`src/trim_consts.svh`:
```
// Offsets, field positions, reset values and widths of the frequency trim bank
`ifndef TRIM_CONSTS_SVH
`define TRIM_CONSTS_SVH

// ****************************************
// Register offsets
// ****************************************
`define TRIM_ADDR_W          8
`define TRIM_ADDR_LOW        8'h00
`define TRIM_ADDR_HIGH       8'h01
`define TRIM_ADDR_RANGE      8'h02

// ****************************************
// Field layout
// ****************************************
`define TRIM_DATA_W          16
`define TRIM_OFFSET_W        26
`define TRIM_HIGH_W          10
`define TRIM_HIGH_MSB        9
`define TRIM_OE_BIT          10
`define TRIM_RANGE_W         4
`define TRIM_RANGE_MSB       3
`define TRIM_RANGE_PPM_W     19

// ****************************************
// Reset values
// ****************************************
`define TRIM_LOW_RST         16'h0000
`define TRIM_HIGH_RST        10'h000
`define TRIM_OE_RST          1'b0
`define TRIM_RANGE_RST       4'h0

`endif

```
`src/trim_pkg.sv`:
```
// Types shared by the frequency trim register bank
`default_nettype none
`include "trim_consts.svh"

package trim_pkg;
    typedef logic [`TRIM_ADDR_W-1:0]      addr_t;
    typedef logic [`TRIM_DATA_W-1:0]      data_t;
    typedef logic [`TRIM_OFFSET_W-1:0]    offset_t;
    typedef logic [`TRIM_HIGH_W-1:0]      high_t;
    typedef logic [`TRIM_RANGE_W-1:0]     range_code_t;
    typedef logic [`TRIM_RANGE_PPM_W-1:0] range_ppm_t;
endpackage

`default_nettype wire

```
`src/trim_if.sv`:
```
// Carrier between the register bank and the pull range decoder
`timescale 1ns/100ps
`default_nettype none

interface trim_if;
    import trim_pkg::*;
    range_code_t code;
    range_ppm_t  range_ppm;
    modport bank (output code, input range_ppm);
    modport dec  (input code, output range_ppm);
endinterface

`default_nettype wire

```
`src/frequency_trim_register_bank.sv`:
```
// Frequency trim register bank: offset word, output enable and pull range
// ****************************************
// Behaviour
// Low offset word at 0x00, resets zero
// High ten offset bits at 0x01[9:0]
// Offset word is signed two's complement
// Offset zero after reset until written
// Only high word write changes applied offset
// Master writes low word before high
// Bit 0x01[10] software output enable, default off
// Hardware enable mode ignores software enable writes
// Bits 0x01[15:11] read zero, ignore writes
// 0x02[3:0] pull range code, rest read-only
// All controls writable by the serial master; 0x01[10] writes are ignored in hardware enable mode
// Sixteen codes map 6.25 to 3200 ppm
// Master limits offset updates to 38 kHz
// Master rewrites enable with high word
// Full offset applied at once on high write
// ****************************************
`timescale 1ns/100ps
`default_nettype none

module frequency_trim_register_bank (
    input  wire logic                clk_in,
    input  wire logic                rst_b_in,
    input  wire logic                reg_wr_in,
    input  wire logic                reg_rd_in,
    input  wire trim_pkg::addr_t     reg_addr_in,
    input  wire trim_pkg::data_t     reg_wdata_in,
    output trim_pkg::data_t          reg_rdata_out,
    input  wire logic                oe_hw_mode_in,
    input  wire logic                oe_pin_in,
    output trim_pkg::offset_t        freq_offset_out,
    output logic                     freq_update_out,
    output logic                     output_drive_en_out,
    output trim_pkg::range_code_t    pull_range_code_out,
    output trim_pkg::range_ppm_t     pull_range_ppm_out
);
    import trim_pkg::*;

    data_t       low_r;
    high_t       high_r;
    logic        sw_oe_r;
    range_code_t range_r;
    offset_t     freq_offset_r;
    logic        freq_update_r;
    data_t       rdata_r;
    logic        hw_mode_r;
    logic        strap_done_r;
    logic        pin_s1_r;
    logic        pin_s2_r;
    logic        pin_s3_r;
    logic        pin_state_r;
    logic        drive_en_r;
    logic        high_seen_r;
    logic        wr_low;
    logic        wr_high;
    logic        wr_range;
    data_t       rdata_nxt;

    trim_if rng ();

    assign wr_low   = reg_wr_in && (reg_addr_in == `TRIM_ADDR_LOW);
    assign wr_high  = reg_wr_in && (reg_addr_in == `TRIM_ADDR_HIGH);
    assign wr_range = reg_wr_in && (reg_addr_in == `TRIM_ADDR_RANGE);

    // ****************************************
    // Offset word staging and apply
    // ****************************************
    always_ff @(posedge clk_in or negedge rst_b_in) begin
        if (!rst_b_in) begin
            low_r <= `TRIM_LOW_RST;
        end else if (wr_low) begin
            low_r <= reg_wdata_in;
        end
    end

    always_ff @(posedge clk_in or negedge rst_b_in) begin
        if (!rst_b_in) begin
            high_r <= `TRIM_HIGH_RST;
        end else if (wr_high) begin
            high_r <= reg_wdata_in[`TRIM_HIGH_MSB:0];
        end
    end

    // Low word may be staged without touching the oscillator; high write commits
    always_ff @(posedge clk_in or negedge rst_b_in) begin
        if (!rst_b_in) begin
            freq_offset_r <= {`TRIM_HIGH_RST, `TRIM_LOW_RST};
            freq_update_r <= 1'b0;
        end else begin
            freq_update_r <= wr_high;
            if (wr_high) begin
                freq_offset_r <= {reg_wdata_in[`TRIM_HIGH_MSB:0], low_r};
            end
        end
    end

    always_ff @(posedge clk_in or negedge rst_b_in) begin
        if (!rst_b_in) begin
            high_seen_r <= 1'b0;
        end else if (wr_high) begin
            high_seen_r <= 1'b1;
        end
    end

    // ****************************************
    // Output enable control
    // ****************************************
    // Strap caught once after reset release, never under the async reset
    always_ff @(posedge clk_in or negedge rst_b_in) begin
        if (!rst_b_in) begin
            hw_mode_r    <= 1'b0;
            strap_done_r <= 1'b0;
        end else if (!strap_done_r) begin
            hw_mode_r    <= oe_hw_mode_in;
            strap_done_r <= 1'b1;
        end
    end

    always_ff @(posedge clk_in or negedge rst_b_in) begin
        if (!rst_b_in) begin
            sw_oe_r <= `TRIM_OE_RST;
        // Strap not latched yet on the first edge; read it live so hardware mode still blocks
        end else if (wr_high && !(strap_done_r ? hw_mode_r : oe_hw_mode_in)) begin
            sw_oe_r <= reg_wdata_in[`TRIM_OE_BIT];
        end
    end

    // Pin crosses in; a level counts once the later stages agree
    always_ff @(posedge clk_in or negedge rst_b_in) begin
        if (!rst_b_in) begin
            pin_s1_r    <= 1'b0;
            pin_s2_r    <= 1'b0;
            pin_s3_r    <= 1'b0;
            pin_state_r <= 1'b0;
        end else begin
            pin_s1_r <= oe_pin_in;
            pin_s2_r <= pin_s1_r;
            pin_s3_r <= pin_s2_r;
            if (pin_s2_r == pin_s3_r) begin
                pin_state_r <= pin_s3_r;
            end
        end
    end

    // Driver stays off until the strap is known
    always_ff @(posedge clk_in or negedge rst_b_in) begin
        if (!rst_b_in) begin
            drive_en_r <= 1'b0;
        end else if (!strap_done_r) begin
            drive_en_r <= 1'b0;
        end else begin
            drive_en_r <= hw_mode_r ? pin_state_r : sw_oe_r;
        end
    end

    // ****************************************
    // Pull range
    // ****************************************
    always_ff @(posedge clk_in or negedge rst_b_in) begin
        if (!rst_b_in) begin
            range_r <= `TRIM_RANGE_RST;
        end else if (wr_range) begin
            range_r <= reg_wdata_in[`TRIM_RANGE_MSB:0];
        end
    end

    assign rng.code = range_r;

    pull_range_decode u_decode (
        .clk_in   (clk_in),
        .rst_b_in (rst_b_in),
        .rng      (rng.dec)
    );

    // ****************************************
    // Read path
    // ****************************************
    always_comb begin
        rdata_nxt = '0;
        case (reg_addr_in)
            `TRIM_ADDR_LOW:   rdata_nxt = low_r;
            `TRIM_ADDR_HIGH:  rdata_nxt = {5'h00, sw_oe_r, high_r};
            `TRIM_ADDR_RANGE: rdata_nxt = {12'h000, range_r};
            default:          rdata_nxt = '0;
        endcase
    end

    always_ff @(posedge clk_in or negedge rst_b_in) begin
        if (!rst_b_in) begin
            rdata_r <= '0;
        end else if (reg_rd_in) begin
            rdata_r <= rdata_nxt;
        end
    end

    assign reg_rdata_out       = rdata_r;
    assign freq_offset_out     = freq_offset_r;
    assign freq_update_out     = freq_update_r;
    assign output_drive_en_out = drive_en_r;
    assign pull_range_code_out = range_r;
    assign pull_range_ppm_out  = rng.range_ppm;

    // ****************************************
    // Checks
    // ****************************************
    property p_low_no_apply;
        @(posedge clk_in) disable iff (!rst_b_in)
        wr_low |=> freq_offset_r == $past(freq_offset_r);
    endproperty
    a_low_no_apply: assert property (p_low_no_apply) else $error("Low write moved offset");

    property p_high_apply;
        @(posedge clk_in) disable iff (!rst_b_in)
        wr_high |=> freq_offset_r == {$past(reg_wdata_in[9:0]), low_r};
    endproperty
    a_high_apply: assert property (p_high_apply) else $error("High write did not apply offset");

    property p_update_pulse;
        @(posedge clk_in) disable iff (!rst_b_in)
        freq_update_r == $past(wr_high);
    endproperty
    a_update_pulse: assert property (p_update_pulse) else $error("Update pulse wrong");

    property p_zero_until_high;
        @(posedge clk_in) disable iff (!rst_b_in)
        !high_seen_r |-> freq_offset_r == 26'h0000000;
    endproperty
    a_zero_until_high: assert property (p_zero_until_high) else $error("Offset not zero before first apply");

    property p_sw_oe;
        @(posedge clk_in) disable iff (!rst_b_in)
        (wr_high && !hw_mode_r && strap_done_r) |=> sw_oe_r == $past(reg_wdata_in[10]) ##1 drive_en_r == $past(sw_oe_r);
    endproperty
    a_sw_oe: assert property (p_sw_oe) else $error("Software enable not followed");

    property p_hw_oe;
        @(posedge clk_in) disable iff (!rst_b_in)
        (hw_mode_r && strap_done_r) |=> drive_en_r == $past(pin_state_r);
    endproperty
    a_hw_oe: assert property (p_hw_oe) else $error("Hardware enable mode not followed");

    property p_high_unused;
        @(posedge clk_in) disable iff (!rst_b_in)
        (reg_rd_in && reg_addr_in == 8'h01) |=> rdata_r[15:11] == 5'h00 && rdata_r[10] == $past(sw_oe_r)
            && rdata_r[9:0] == $past(high_r);
    endproperty
    a_high_unused: assert property (p_high_unused) else $error("High word read wrong");

    property p_range_rw;
        @(posedge clk_in) disable iff (!rst_b_in)
        wr_range |=> range_r == $past(reg_wdata_in[3:0]);
    endproperty
    a_range_rw: assert property (p_range_rw) else $error("Pull range write lost");

    property p_range_ro;
        @(posedge clk_in) disable iff (!rst_b_in)
        (reg_rd_in && reg_addr_in == 8'h02) |=> rdata_r[15:4] == 12'h000;
    endproperty
    a_range_ro: assert property (p_range_ro) else $error("Pull range upper bits not zero");

endmodule

`default_nettype wire

```
`src/pull_range_decode.sv`:
```
// Pull range code to half-range span in hundredths of a ppm
`timescale 1ns/100ps
`default_nettype none

module pull_range_decode (
    input  wire logic clk_in,
    input  wire logic rst_b_in,
    trim_if.dec       rng
);
    import trim_pkg::*;

    range_ppm_t range_nxt;

    always_comb begin
        case (rng.code)
            4'h0: range_nxt = 19'h00271;
            4'h1: range_nxt = 19'h003E8;
            4'h2: range_nxt = 19'h004E2;
            4'h3: range_nxt = 19'h009C4;
            4'h4: range_nxt = 19'h01388;
            4'h5: range_nxt = 19'h01F40;
            4'h6: range_nxt = 19'h02710;
            4'h7: range_nxt = 19'h030D4;
            4'h8: range_nxt = 19'h03A98;
            4'h9: range_nxt = 19'h04E20;
            4'hA: range_nxt = 19'h09C40;
            4'hB: range_nxt = 19'h0EA60;
            4'hC: range_nxt = 19'h13880;
            4'hD: range_nxt = 19'h1D4C0;
            4'hE: range_nxt = 19'h27100;
            4'hF: range_nxt = 19'h4E200;
            default: range_nxt = 19'h00271;
        endcase
    end

    always_ff @(posedge clk_in or negedge rst_b_in) begin
        if (!rst_b_in) begin
            rng.range_ppm <= 19'h00271;
        end else begin
            rng.range_ppm <= range_nxt;
        end
    end

endmodule

`default_nettype wire

```
`config.mk`:
```
export PLATFORM = sky130hd
export DESIGN_NAME = frequency_trim_register_bank
export DESIGN_NICKNAME = d
export VERILOG_FILES = /design/src/trim_pkg.sv /design/src/trim_if.sv /design/src/frequency_trim_register_bank.sv /design/src/pull_range_decode.sv
export VERILOG_INCLUDE_DIRS = /design/src /design/src/src
export SDC_FILE = /design/constraint.sdc
export NUM_CORES = 1
export LEC_CHECK = 0
export BUFFER_PORTS_ARGS = -buffer_cell sky130_fd_sc_hd__buf_2
export CAP_MARGIN = 10
export CELL_PAD_IN_SITES_DETAIL_PLACEMENT = 0
export CELL_PAD_IN_SITES_GLOBAL_PLACEMENT = 1
export CORE_MARGIN = 4
export CORE_UTILIZATION = 28
export DETAILED_ROUTE_END_ITERATION = 6
export PLACE_DENSITY = 0.64
export SYNTH_ARGS = -nofsm -noshare
export SYNTH_HDL_FRONTEND = slang
export SYNTH_SLANG_ARGS = --single-unit
export TNS_END_PERCENT = 100
```
`constraint.sdc`:
```
create_clock -name clk_in -period 1.94 [get_ports clk_in]
set_input_delay 0.194 -clock clk_in [delete_from_list [all_inputs] [get_ports clk_in]]
set_output_delay 0.194 -clock clk_in [all_outputs]
set_load 0.03 [all_outputs]
```
* Word-level counts from Yosys, hierarchy flattened
Memory sizes are Yosys's and may differ from the RTL's. A register that Yosys moved wholly into a read port is not among the register bits.
Cells that the tools add are included.
** Word-level totals
- Register bits after elaboration :: 81
- ROM bits :: 304
- Input port bits :: 30
- Output and inout bits :: 67
- Word-level logic and storage cells :: 29
- Memories :: 1
** Cells by class
- Equal/unequal tests :: 3
- Mux-type cells :: 4
- Reduce and logical (&&, ||, !) cells :: 7
** Memories
- (no name shown) :: depth 16, bits a word 19, read ports 1, clocked after memory_dff 1, wr ports 0, RTL line pull_range_decode.sv:15 : case (rng.code)
** Operator list (number)
- one-hot mux 16 bit (3 select lines) :: 1
- equality test 8 x 1 -> 1 bit, second input constant :: 1
- equality test 8 x 2 -> 1 bit, second input constant :: 1
- zero test 8 bit :: 1
- logical AND 1 bit :: 4
- two-way mux 1 bit :: 3
- zero test 1 bit :: 2
- equality test 1 bit :: 1

* Depth between registers and ports, before layout
- Word-level depth :: 3
- Depth in mapped cells :: 6
- Mapped depth without buffers :: 5

* Cells and area by module
Synthesis repeated with hierarchy kept, for this count alone.
** Second synthesis, totals
- Cells, all modules :: 269
- Area, all modules :: 3816.2 um2
** By module, submodules not included
- frequency_trim_register_bank :: instances 1, cells each 191, area an instance 2922.8 um2, seq. area each 1776.7 um2
- pull_range_decode :: instances 1, cells each 78, area an instance 893.4 um2, seq. area each 481.7 um2

* Worst setup path after synthesis
No wires, ideal clock.
- Path kind :: input to register
- Start point :: input port reg_addr_in[3]
- End point :: register freq_offset_r[10], in the netlist freq_offset_out[10]
- Setup time :: 125 ps
- Data arrival time :: 1682 ps
- Required time :: 1815 ps
- Path slack :: 133 ps
- Stages on the path :: 5
- Buffers on the path :: 2
- Cell sequence :: or4_4 or3_1 buf_6 buf_12 mux2_4
** On the way
- Longest elaborated chain between the ends :: 2
** Ends and longest elaborated chain
- from (decl) :: RTL line frequency_trim_register_bank.sv:28 : input wire trim_pkg::addr_t reg_addr_in,
- equality test 8 x 1 -> 1 bit
- logical AND 1 bit :: RTL line frequency_trim_register_bank.sv:64 : assign wr_high = reg_wr_in && (reg_addr_in == `TRIM_ADDR_HIGH);
- to (signal assigned) :: RTL line frequency_trim_register_bank.sv:89 : freq_offset_r <= {`TRIM_HIGH_RST, `TRIM_LOW_RST};
- to (signal assigned) :: RTL line frequency_trim_register_bank.sv:94 : freq_offset_r <= {reg_wdata_in[`TRIM_HIGH_MSB:0], low_r};
- to (decl) :: RTL line frequency_trim_register_bank.sv:45 : offset_t freq_offset_r;
No other way between the ends.
A chain may end at the register's enable or synchronous reset.

* Worst setup path after layout
- Start point :: input port reg_addr_in[3]
- End point :: register freq_offset_r[6], in the netlist freq_offset_out[6]
The elaborated chain is that of the path after synthesis.

==> run_results.csv <==
group,metric,value,unit
run_status,status,"completed",
setup_path,r2r_end,"u_decode.rng.range_ppm[8]",
final_layout,area_growth_syn_to_layout,27.6,%
clock_tree,clkSinkCount,90,
timing,finalCriticalPeriod,1.69,ns
grt,grt_util_met2,18.1,%
hold_path,min_path_cells,2,
setup_path,rr_startpoint,"pull_range_code_out[3]",
timing,rsz0062_at_grt,"no",
placed_design,io_buffers,96,
setup_path,worst_setup_path_end_kind,"flip-flop",
timing,hold_violations,0,
floorplan,num_io_pins,97,
synthesis,synth.avg_cell_area,14.0,um^2
timing,relSlewSlack,54.9,%
clock_tree,clkTransAtPathRegs,0.06,ns
placed_design,gp_congestion,0.805,
synthesis,yosys_register_bits,90,
final_layout,fin_util,36.6,%
timing,tightest_slew,0.676,ns
setup_path,arrival,1.90,ns
floorplan,core.rowCount,42,
timing,finalMaxSlewViolations,0,
power_and_ir_drop,ir_worst_vdd,456,uV
routing,vias,2434,
timing,max_freq,592,MHz
synthesis,yosys.area.top_type,"dfrtp_1",
timing,fin_skew,0.00421,ns
timing,setup_violations,0,
hold_path,hold_path_class,"in -> reg",
grt,grtUsageMet1,16.2,%
synthesis,syn_area,3790,um^2
grt,overflow,0,
setup_path,required,2.15,ns
grt,grt_use_met3,2.79,%
synthesis,yosysTopAreaCellShare,56.1,%
routing,wirelength,8.98,mm
timing,fin_crit_sh,87.1,%
synthesis,synth_nets,308,
floorplan,coreArea,13200,um^2
flow_run,cap_violations,0,
setup_path,critical_path_class,"in -> reg",
routing,viasPerCell,4.32,
clock_tree,cts_tree,"yes",
floorplan,die_w,124,um
routing,first_pass_iters,4,
final_layout,drive_gt1_share,47.9,%
power_and_ir_drop,leakagePower,2.60,nW
floorplan,start_util,28.7,%
floorplan,die-height,124,um
synthesis,yosys_warnings,0,
clock_tree,cts_max_level,3,
timing,setup_tns,0,ns
placed_design,hpwl,6.64,mm
grt,grt_pass1_wl,14.8,mm
power_and_ir_drop,p_per_area,828,nW/um^2
synthesis,synth_edf_count,0,
grt,busiest_layer,"met2",
setup_path,worst_r2r_path_depth,3,
clock_tree,clock_path_buffers,2,
hold_path,hp-start,"reg_wdata_in[13]",
clock_tree,numCtsBuffers,9,
hold_path,hold_end,"low_r[13]",
routing,drcViolationCount,0,
setup_path,crit_fanout,10,
routing,wl_per_cell,15.9,um
synthesis,ys_seq_area_share,59.5,%
setup_path,rrSetupSlack,0.47,ns
grt,grt_max_degree,28,
grt,antenna_found_initial,1,
final_layout,layout.nets,419,
clock_tree,insertion_delay,0.33,ns
clock_tree,cts_hold_buf,2,
floorplan,die_area,15500,um^2
synthesis,synth.distinct_cells,37,
grt,grt_pass1_vias,2654,
clock_tree,cts_setup_buffers,0,
routing,antenna_left,0,
synthesis,ys.flop_type,"dfrtp_1",
synthesis,synthCells,271,
synthesis,ys_top_cells_by_area,"dfrtp_1 56%, mux2_2 8.9%, mux2_4 7.5%",
clock_tree,cts_resized,0,
synthesis,synth-async-reset-ratio,100,%
routing,drt_iter0_drc,46,
grt,track_usage,12.1,%
clock_tree,cts-root-buf,"clkbuf_16",
setup_path,crit_path_start_kind,"primary input",
worst max-delay path, stage by stage:
cell	delay (ns)
buf_2	0.11
or4_4	0.53
or3_2	0.54
buf_4	0.22
mux2_4	0.31
through the flow:
step	power, W	cell area, um^2	std cells	hold WS (ns)	worst slack (ns)
CTS	0.00408	4840	562	0.0732	0.271
global route	0.00421	4840	563	0.0707	0.231
detailed placement	0.00244	4550	545	0.137	-0.0949
finish	0.00401	4840	563	0.0872	0.251
floorplan	0.00226	3790	271	-0.102	0.133
global placement	0.00243	4550	545	0.128	-0.0606
how the worst max path moves through the flow:
stage | slack, ns | end | depth (start not counted) | start
finish | 0.25 | freq_offset_out[6] | 5 | reg_addr_in[3]
global route | 0.23 | pull_range_code_out[2] | 1 | pull_range_code_out[2]
CTS | 0.27 | freq_offset_out[6] | 5 | reg_addr_in[3]
detailed placement | -0.09 | freq_offset_out[6] | 5 | reg_addr_in[3]
global placement | -0.06 | freq_offset_out[8] | 5 | reg_addr_in[3]
floorplan | 0.13 | freq_offset_out[10] | 5 | reg_addr_in[3]
power breakdown:
part / total (W) / internal (W) / leakage (nW) / switching [W]
registers: 0.00200 / 0.00195 / 1.22 / 0.0000449
logic: 0.000398 / 0.000152 / 1.25 / 0.000247
clock network: 0.00161 / 0.000930 / 0.132 / 0.000680
cells in the final DEF, fill, tap and decap left out, types with 3 or more instances in the layout:
cell       instances
nand2_1            8
buf_4             18
nand2b_1           4
o21ai_0            8
o2bb2ai_1          9
a21oi_1            3
nor4_1             3
dfrtp_1           85
inv_1              4
mux2_4            19
and3_1             3
a22o_1             8
a2bb2oi_1          4
nor2_1            13
buf_2             95
mux2_2            30
clkbuf_16          9
nor2b_1            6
mux2i_1           14
dfstp_2            5
ha_1               7
synthesized netlist by cell type (all sizes together), types with 2 or more instances:
| cell type | count |
|---|---|
| dfrtp | 85 |
| mux2 | 49 |
| mux2i | 14 |
| nor2 | 13 |
| clkbuf | 12 |
| o2bb2ai | 9 |
| a22o | 8 |
| nand2 | 8 |
| o21ai | 8 |
| ha | 7 |
| nor2b | 6 |
| dfstp | 5 |
| a2bb2oi | 4 |
| buf | 4 |
| inv | 4 |
| nand2b | 4 |
| a21oi | 3 |
| and3 | 3 |
| nor4 | 3 |
| a32oi | 2 |
| and2 | 2 |
| nand3 | 2 |
| nand3b | 2 |
| nand4 | 2 |
| nor3 | 2 |
| or2 | 2 |
registers in the layout, indices dropped and copies added, names as in the netlist, 4 cells and up:
register	count
low_r	16
reg_rdata_out	16
u_decode.rng.range_ppm	19
freq_offset_out	16
high_r	10
pull_range_code_out	4
cell families (layout without fill, tap and decap cells):
logic type | count (synthesis) | count (layout) | synth area share (%)
multiplexers | 63 | 63 | 20.1
AND/OR/NAND/NOR | 51 | 51 | 7.09
AO/OA/AOI/OAI | 38 | 38 | 7.58
adder cells (fa/ha/maj) | 8 | 8 | 2.57
flip-flops | 90 | 90 | 59.5
other | 1 | 2 | 0.0988
buffers and inverters | 20 | 135 | 3.03
layer usage:
metal,wire (um),vias up
met5,0,-
met4,234,0
met3,348,12
met2,4110,56
met1,4280,1176
li1,-,1190
final cells by class:
cell class | count | area (um^2)
Tap cell | 176 | 220
Sequential cell | 90 | 2260
Timing Repair Buffer | 116 | 651
Antenna cell | 1 | 2.50
Clock inverter | 2 | 12.5
Fill cell | 1355 | 8400
Multi-Input combinational cell | 161 | 1420
Inverter | 4 | 15.0
Clock buffer | 13 | 260
No activity file was read; power rests on OpenSTA's default activity.
